--- config.mk ---
export PLATFORM = sky130hd
export DESIGN_NAME = port_b_pin_control
export DESIGN_NICKNAME = d
export VERILOG_FILES = /design/src/port_b_pkg.sv /design/src/pin_edge_detect.sv /design/src/pad_control.sv /design/src/port_b_pin_control.sv
export VERILOG_INCLUDE_DIRS = /design/src
export SDC_FILE = /design/constraint.sdc
export NUM_CORES = 1
export LEC_CHECK = 0
export ABC_AREA = 1
export BUFFER_PORTS_ARGS = -buffer_cell sky130_fd_sc_hd__buf_2
export CAP_MARGIN = 20
export CORE_MARGIN = 8
export CORE_UTILIZATION = 45
export DETAILED_ROUTE_END_ITERATION = 7
export PLACE_DENSITY_LB_ADDON = 0.3
export REMOVE_ABC_BUFFERS = 1
export SYNTH_ARGS = -nofsm -noshare
export SYNTH_HDL_FRONTEND = slang
export SYNTH_HIERARCHICAL = 1
export SYNTH_SLANG_ARGS = --single-unit
--- constraint.sdc ---
create_clock -name core_clk -period 1.27 [get_ports core_clk]
set_input_delay 0.127 -clock core_clk [delete_from_list [all_inputs] [get_ports core_clk]]
set_output_delay 0.127 -clock core_clk [all_outputs]
set_load 0.02 [all_outputs]
--- src/port_b_defs.svh ---
// Purpose: register offsets, field positions and reset values of the port pad and pin interrupt block
// Assumes: byte-wide registers on a plain strobe port, one byte per index
// Notes: included by bare name; definitions only
`ifndef PORT_B_DEFS_SVH
`define PORT_B_DEFS_SVH

`define ADDR_W 4
`define PORT_W 8

`define OFF_DATA 4'h0
`define OFF_DIRECTION 4'h1
`define OFF_PULL_ENABLE 4'h2
`define OFF_SLEW_RATE 4'h3
`define OFF_DRIVE_STRENGTH 4'h4
`define OFF_STATUS_CONTROL 4'h5
`define OFF_IRQ_SELECT 4'h6
`define OFF_IRQ_POLARITY 4'h7
`define OFF_PIN_HIT_STATUS 4'h8
`define OFF_PIN_HIT_MASK 4'h9

`define SC_FLAG_BIT 3
`define SC_ACK_BIT 2
`define SC_ENABLE_BIT 1
`define SC_MODE_BIT 0

`define RESET_BYTE 8'h00
`define RESET_MASK 8'hff

`endif

--- src/port_b_pkg.sv ---
// Purpose: shared types of the port pad and pin interrupt block
// Assumes: port_b_defs.svh gives the widths
// Notes: types only
`default_nettype none
`include "port_b_defs.svh"

package port_b_pkg;
  typedef logic [`PORT_W-1:0] port_byte_type;
  typedef logic [`ADDR_W-1:0] reg_addr_type;
  typedef enum logic {edge_only = 1'b0, edge_and_level = 1'b1} detect_mode_type;
endpackage

`default_nettype wire

--- src/pin_edge_detect.sv ---
// Purpose: synchronise the port pins and find active edges and levels per pin
// Assumes: pins are asynchronous to core_clk
// Notes: active sense per pin follows the polarity bit
`default_nettype none
`include "port_b_defs.svh"

module pin_edge_detect
  import port_b_pkg::*;
(
  // clock and reset
  input wire logic core_clk,
  input wire logic srst,
  // pins and polarity
  input wire port_byte_type pin_raw,
  input wire port_byte_type polarity,
  // results
  output port_byte_type pin_sync,
  output port_byte_type active_edge,
  output port_byte_type active_level
);
  port_byte_type meta;
  port_byte_type prev;
  wire port_byte_type rise = pin_sync & ~prev;
  wire port_byte_type fall = ~pin_sync & prev;

  // first stage feeds only the second stage
  always_ff @(posedge core_clk)
  begin
    if (srst)
    begin
      meta <= `RESET_BYTE;
      pin_sync <= `RESET_BYTE;
      prev <= `RESET_BYTE;
    end
    else
    begin
      meta <= pin_raw; // RL15
      pin_sync <= meta; // RL15
      prev <= pin_sync; // RL15
    end
  end

  // polarity 0 looks for falling or low, 1 for rising or high
  assign active_edge = (polarity & rise) | (~polarity & fall); // RL11 RL12
  assign active_level = (polarity & pin_sync) | (~polarity & ~pin_sync); // RL11 RL12
endmodule

`default_nettype wire

--- src/pad_control.sv ---
// Purpose: registered pad control outputs of the port
// Assumes: configuration registers held by the caller
// Notes: every output is a flip-flop
`default_nettype none
`include "port_b_defs.svh"

module pad_control
  import port_b_pkg::*;
(
  // clock and reset
  input wire logic core_clk,
  input wire logic srst,
  // configuration
  input wire port_byte_type direction,
  input wire port_byte_type pull_enable,
  input wire port_byte_type slew_rate,
  input wire port_byte_type drive_strength,
  input wire port_byte_type irq_select,
  input wire port_byte_type irq_polarity,
  // pad controls
  output port_byte_type pull_up_en,
  output port_byte_type pull_down_en,
  output port_byte_type slew_limit_en,
  output port_byte_type high_drive_en
);
  // outputs kill the pull so a driven pin fights its own pull for at most one cycle
  wire port_byte_type pull_any = pull_enable & ~direction; // RL1 RL2 RL13
  wire port_byte_type pull_down_ok = irq_select & irq_polarity; // RL3
  wire port_byte_type next_pull_down = pull_any & pull_down_ok; // RL3 RL12
  wire port_byte_type next_pull_up = pull_any & ~pull_down_ok; // RL3 RL11
  wire port_byte_type next_slew = slew_rate & direction; // RL4
  wire port_byte_type next_drive = drive_strength & direction; // RL5

  always_ff @(posedge core_clk)
  begin
    if (srst)
    begin
      pull_up_en <= `RESET_BYTE;
      pull_down_en <= `RESET_BYTE;
      slew_limit_en <= `RESET_BYTE;
      high_drive_en <= `RESET_BYTE;
    end
    else
    begin
      pull_up_en <= next_pull_up;
      pull_down_en <= next_pull_down;
      slew_limit_en <= next_slew;
      high_drive_en <= next_drive;
    end
  end
endmodule

`default_nettype wire

--- src/port_b_pin_control.sv ---
// Purpose: 8-bit port with pad control and a pin interrupt unit behind a byte register port
// Assumes: one clock core_clk, synchronous reset srst, strobes one cycle long
// Notes: pad controls lag configuration writes by one cycle
//
// How it works
// RL1: pull enable bit switches pin pull device
// RL2: output pins always have pull disabled
// RL3: pull-down only for selected rising-polarity pins
// RL4: slew bit limits slew on outputs only
// RL5: drive bit selects high drive on outputs
// RL6: flag bit 3 set by detection, unwritable
// RL7: ack bit 2 clears flag, reads zero
// RL8: request only while flag and enable set
// RL9: mode bit 0 selects edge or level
// RL10: only selected pins take part in detection
// RL11: polarity 0 means pull-up, falling/low
// RL12: polarity 1 means pull-down, rising/high
// RL13: direction 1 enables the pin driver
// RL14: level-mode ack keeps flag while level active
// RL15: pins synchronised, edges from sample history
`default_nettype none
`include "port_b_defs.svh"

module port_b_pin_control
  import port_b_pkg::*;
(
  // clock and reset
  input wire logic core_clk,
  input wire logic srst,
  // register port
  input wire reg_addr_type reg_addr,
  input wire port_byte_type reg_wdata,
  input wire logic reg_wr,
  input wire logic reg_rd,
  output port_byte_type reg_rdata,
  // port pins
  input wire port_byte_type pin_in,
  output port_byte_type pin_out,
  output port_byte_type pin_oe,
  // pad controls
  output port_byte_type pull_up_en,
  output port_byte_type pull_down_en,
  output port_byte_type slew_limit_en,
  output port_byte_type high_drive_en,
  // interrupt
  output logic pin_irq
);
  port_byte_type data_bits;
  port_byte_type direction_bits;
  port_byte_type pull_enable_bits;
  port_byte_type slew_rate_bits;
  port_byte_type drive_strength_bits;
  port_byte_type pin_irq_select_bits;
  port_byte_type pin_irq_polarity_bits;
  port_byte_type pin_hit_status;
  port_byte_type pin_hit_mask;
  logic pin_irq_flag;
  logic pin_irq_enable;
  detect_mode_type detection_mode;
  port_byte_type pin_sync;
  port_byte_type active_edge;
  port_byte_type active_level;

  function automatic logic hit(input reg_addr_type a, input reg_addr_type off, input logic stb);
    hit = stb && (a == off);
  endfunction

  // write decode
  wire wr_data = hit(reg_addr, `OFF_DATA, reg_wr);
  wire wr_dir = hit(reg_addr, `OFF_DIRECTION, reg_wr);
  wire wr_pe = hit(reg_addr, `OFF_PULL_ENABLE, reg_wr);
  wire wr_se = hit(reg_addr, `OFF_SLEW_RATE, reg_wr);
  wire wr_ds = hit(reg_addr, `OFF_DRIVE_STRENGTH, reg_wr);
  wire wr_sc = hit(reg_addr, `OFF_STATUS_CONTROL, reg_wr);
  wire wr_ps = hit(reg_addr, `OFF_IRQ_SELECT, reg_wr);
  wire wr_es = hit(reg_addr, `OFF_IRQ_POLARITY, reg_wr);
  wire wr_hs = hit(reg_addr, `OFF_PIN_HIT_STATUS, reg_wr);
  wire wr_hm = hit(reg_addr, `OFF_PIN_HIT_MASK, reg_wr);

  // detection
  wire port_byte_type level_hits = pin_irq_select_bits & active_level; // RL10
  wire port_byte_type pin_hits = pin_irq_select_bits &
    (active_edge | ({`PORT_W{detection_mode == edge_and_level}} & active_level)); // RL9 RL10
  wire any_hit = |pin_hits;
  wire level_held = (detection_mode == edge_and_level) && (|level_hits); // RL14
  wire ack = wr_sc && reg_wdata[`SC_ACK_BIT]; // RL7
  // a detection in the acknowledge cycle wins so no event is lost
  wire next_flag = any_hit || level_held && ack || pin_irq_flag && !ack; // RL6 RL7 RL14
  wire port_byte_type next_hit_status = pin_hits |
    (pin_hit_status & ~({`PORT_W{wr_hs}} & reg_wdata));
  // the mask only narrows which pins can raise the request
  wire next_irq_enable = wr_sc ? reg_wdata[`SC_ENABLE_BIT] : pin_irq_enable;
  wire port_byte_type next_hit_mask = wr_hm ? reg_wdata : pin_hit_mask;
  wire next_irq = next_flag && next_irq_enable && (|(next_hit_status & next_hit_mask)); // RL8

  // read mux
  wire port_byte_type sc_read = {4'h0, pin_irq_flag, 1'b0, pin_irq_enable, detection_mode}; // RL6 RL7
  wire port_byte_type data_read = (data_bits & direction_bits) | (pin_sync & ~direction_bits);
  port_byte_type read_mux;
  always_comb
  begin
    unique case (reg_addr)
      `OFF_DATA: read_mux = data_read;
      `OFF_DIRECTION: read_mux = direction_bits;
      `OFF_PULL_ENABLE: read_mux = pull_enable_bits;
      `OFF_SLEW_RATE: read_mux = slew_rate_bits;
      `OFF_DRIVE_STRENGTH: read_mux = drive_strength_bits;
      `OFF_STATUS_CONTROL: read_mux = sc_read;
      `OFF_IRQ_SELECT: read_mux = pin_irq_select_bits;
      `OFF_IRQ_POLARITY: read_mux = pin_irq_polarity_bits;
      `OFF_PIN_HIT_STATUS: read_mux = pin_hit_status;
      `OFF_PIN_HIT_MASK: read_mux = pin_hit_mask;
      default: read_mux = `RESET_BYTE;
    endcase
  end

  pin_edge_detect detect_u (
    .core_clk(core_clk),
    .srst(srst),
    .pin_raw(pin_in),
    .polarity(pin_irq_polarity_bits),
    .pin_sync(pin_sync),
    .active_edge(active_edge),
    .active_level(active_level)
  );

  pad_control pad_u (
    .core_clk(core_clk),
    .srst(srst),
    .direction(direction_bits),
    .pull_enable(pull_enable_bits),
    .slew_rate(slew_rate_bits),
    .drive_strength(drive_strength_bits),
    .irq_select(pin_irq_select_bits),
    .irq_polarity(pin_irq_polarity_bits),
    .pull_up_en(pull_up_en),
    .pull_down_en(pull_down_en),
    .slew_limit_en(slew_limit_en),
    .high_drive_en(high_drive_en)
  );

  // configuration registers
  always_ff @(posedge core_clk)
  begin
    if (srst)
    begin
      data_bits <= `RESET_BYTE;
      direction_bits <= `RESET_BYTE;
      pull_enable_bits <= `RESET_BYTE;
      slew_rate_bits <= `RESET_BYTE;
      drive_strength_bits <= `RESET_BYTE;
      pin_irq_select_bits <= `RESET_BYTE;
      pin_irq_polarity_bits <= `RESET_BYTE;
      pin_hit_mask <= `RESET_MASK;
    end
    else
    begin
      if (wr_data) data_bits <= reg_wdata;
      if (wr_dir) direction_bits <= reg_wdata; // RL13
      if (wr_pe) pull_enable_bits <= reg_wdata; // RL1
      if (wr_se) slew_rate_bits <= reg_wdata; // RL4
      if (wr_ds) drive_strength_bits <= reg_wdata; // RL5
      if (wr_ps) pin_irq_select_bits <= reg_wdata; // RL10
      if (wr_es) pin_irq_polarity_bits <= reg_wdata; // RL11 RL12
      if (wr_hm) pin_hit_mask <= reg_wdata;
    end
  end

  // interrupt state
  always_ff @(posedge core_clk)
  begin
    if (srst)
    begin
      pin_irq_flag <= 1'b0;
      pin_irq_enable <= 1'b0;
      detection_mode <= edge_only;
      pin_hit_status <= `RESET_BYTE;
      pin_irq <= 1'b0;
    end
    else
    begin
      pin_irq_flag <= next_flag; // RL6
      pin_irq_enable <= next_irq_enable; // RL8
      if (wr_sc) detection_mode <= detect_mode_type'(reg_wdata[`SC_MODE_BIT]); // RL9
      pin_hit_status <= next_hit_status;
      pin_irq <= next_irq; // RL8
    end
  end

  // pin drivers and read data
  always_ff @(posedge core_clk)
  begin
    if (srst)
    begin
      pin_out <= `RESET_BYTE;
      pin_oe <= `RESET_BYTE;
      reg_rdata <= `RESET_BYTE;
    end
    else
    begin
      pin_out <= wr_data ? reg_wdata : data_bits;
      pin_oe <= wr_dir ? reg_wdata : direction_bits; // RL13
      reg_rdata <= reg_rd ? read_mux : `RESET_BYTE;
    end
  end
endmodule

`default_nettype wire

==> metrics.txt <==
slowest stage cell, crit path dfxtp_1; Max-cap violations 0; Top cell by count, worst path nand2_1; Final period util 107.1%; worst hold path cell count 3; number of levels the H-tree was split into 4; share of the yosys chip area belonging to registers 48.54%; share of Yosys cell area claimed by the top area cell type 48.54%; sink count of the clock tree 140; register bit total from synthesis 140; average footprint of a synthesized cell 7.227 µm²; yosys warns 6; sum of net half-perimeters after detailed placement 12.41 mm; global route total overflow 0; cell-by-cell listing of the critical path xnor2_1 > nand2_1 > inv_1 > o21ai_1 > buf_4 > nand2_1 > nor2_2 > nand3_2 > nand2_1 > a21oi_1; power after layout 10.91 mW; area of all placed cells without fillers 7675 µm²; IO Pins 81; routed len/inst 15.20 µm; Chip Width 129.3 µm; placer congestion estimate 0.8997; Core Region 12570 µm²; fmax 0.7355 GHz; arrival time worst endpoint 1670 ps; count of antenna-violating nets left after detailed routing 0; HP Class in2reg; slew at the pin closest to its max-slew limit 357.6 ps; die boundary height 129.3 µm; overall die area 16710 µm²; cell at the root of the clock tree clkbuf_16; largest fanout on the critical path 4; Register-to-Register Path Depth 10; cell count after synthesis 799; starting density of the core 45.94%; first-pass GRT wire length 27.42 mm; max-slew violations 0; first-pass detailed-route iteration total 5; post-synth cell types 26; IO buf count 80; layout-stage area growth over the synthesis result 32.91%; kind of critical path reg2reg; CTS tree yes; element type at the critical path end register; mean number of vias per cell 5.037; DP Area 6842 µm²; required time of the critical path 1580 ps; largest net degree at the start of global routing 31; insertion delay of the later-clocked pin in the worst-skew pair 430 ps; peak supply drop 0.6995 mV; cell area after technology mapping 5774 µm²; count of flip-flops with a built-in enable after synthesis 0; smallest setup slack after layout -89.67 ps; fraction of final layout cells sized beyond drive strength 1 24.72%; number of antenna violations at the first check in global routing 0; leading post-synthesis cells by cell area dfxtp_1, nand2_1, inv_1; launching element type of the critical path register; delay contributed by the slowest stage of the critical path 340 ps; Site Rows 41; RSZ-0062 raised after global routing yes; drt drc 0; post-layout util 61.07%; Static Leakage 3.546 nW; violations in the final reports negative setup slack; Final Hold Fails 0; vias in the first global route 5320; total CTS buffers 17; filler instances 1149; clock edge transition at the registers on the reported setup and hold paths 60 ps; outcome finished, violations left; most instantiated flip-flop cell in the synthesis netlist dfxtp_1; number of nets in the layout 979; Slew headroom 76.07%; Routed WL 17.32 mm; worst-case clock skew 6.940 ps; library cell with the largest summed area after synthesis dfxtp_1; number of DRC markers in iteration 0 479; routed vias 5737; fraction of registers with async set or reset after synthesis 0%; Total Routing Usage GR 21.36%; final sum of negative setup slack -128.0 ps; power density over the cells 1422 nW/µm²; count of inserted antenna diode cells 0; minimum clock period after layout 1360 ps; number of buffers on the longest clock path 2; final-report setup violation count 2
[cells in the mapped netlist (2+ instances only)]
library cell    n
a211oi_1        3
a21oi_1        83
buf_2           8
buf_4           2
buf_6           4
clkbuf_1       19
dfxtp_1       140
inv_1         117
inv_2           4
nand2_1       169
nand2_2         4
nand3_1        55
nand3_2         5
nand4_1         8
nor2_1         86
nor2_4          4
o21ai_0        61
o22ai_1        12
xnor2_1         8
[metal layers]
metal  global-route usage [%]  vias up  share of wire, %  wire [µm]
met5                        0        -                 0          0
met2                    31.83      226                44       7605
met4                    10.23        0               2.8        488
li1                         -     2844                 -          -
met1                    28.01     2635                43       7486
met3                    5.793       32                10       1738
[critical path: cells and delay by family (launching register included)]
kind | cells | cell delay [ps]
AND/OR/NAND/NOR | 5 | 410
flip-flops | 1 | 340
buffers and inverters | 2 | 180
AO/OA/AOI/OAI | 2 | 180
XOR/XNOR | 1 | 140
[final timing paths]
check	to	from	slack [ps]
max	pin_irq	pin_irq_polarity_bits[5]	-90
min	pin_out[6]	reg_wdata[6]	60
max reg2reg	pin_irq	pin_irq_polarity_bits[5]	-90
min reg2reg	detect_u/pin_sync[2]	detect_u/meta[2]	400
[final cells by class]
cell class	instances	area, µm²	share of cell area [%]
sequential	140	2829	36.86
clock buffer	20	466.7	6.081
multi-input combinational	501	2342	30.52
tap	172	215.2	2.804
timing repair buffer	172	1139	14.84
inverter	123	469.2	6.113
clock inverter	11	214.0	2.788
[power by group]
group	switching [mW]	internal, mW
registers	0.0599	4.48
clock network	1.87	3.82
logic	0.423	0.259
total	2.36	8.56
[kinds of logic (layout without fill, tap and decap cells)]
logic type / Yosys count / in the layout / share of synthesized area [%]
AO/OA/AOI/OAI: 161 / 161 / 14.45
flip-flops: 140 / 140 / 48.54
XOR/XNOR: 8 / 8 / 1.213
AND/OR/NAND/NOR: 332 / 332 / 24.40
buffers and inverters: 158 / 326 / 11.40
[placed cells by master (no fill, tap or decap), drive strengths merged]
master / Yosys / routed
dlygate4sd3: 0 / 9
nand4: 8 / 8
a21oi: 83 / 83
nand3: 60 / 60
o21ai: 61 / 61
nor2: 91 / 91
dfxtp: 140 / 140
o22ai: 12 / 12
buf: 15 / 163
clkbuf: 20 / 20
clkinv: 1 / 4
o221ai: 1 / 1
clkinvlp: 0 / 2
bufinv: 0 / 6
a22oi: 1 / 1
nand2: 173 / 173
xnor2: 8 / 8
a211oi: 3 / 3
inv: 122 / 122
[through the flow]
stage,hold WS (ps),cells,setup slack (ps)
floorplan,196.1,764,-132.9
global placement,327.9,1098,-150.4
detailed placement,333.2,1098,-193.2
CTS,44.96,1138,-67.86
global route,50.41,1139,-162.6
finish,63.78,1139,-89.67
[what timing repair did]
item | CTS | global route
endpoints found under the setup margin | 3 | 7
hold endpoints to repair | 9 | 0
resized for setup | 15 | 18
gates cloned | 0 | 0
pin swaps | 0 | 1
buffers inserted | 0 | 1
hold buffers | 9 | 0
Power figures use the tool's default switching activity.
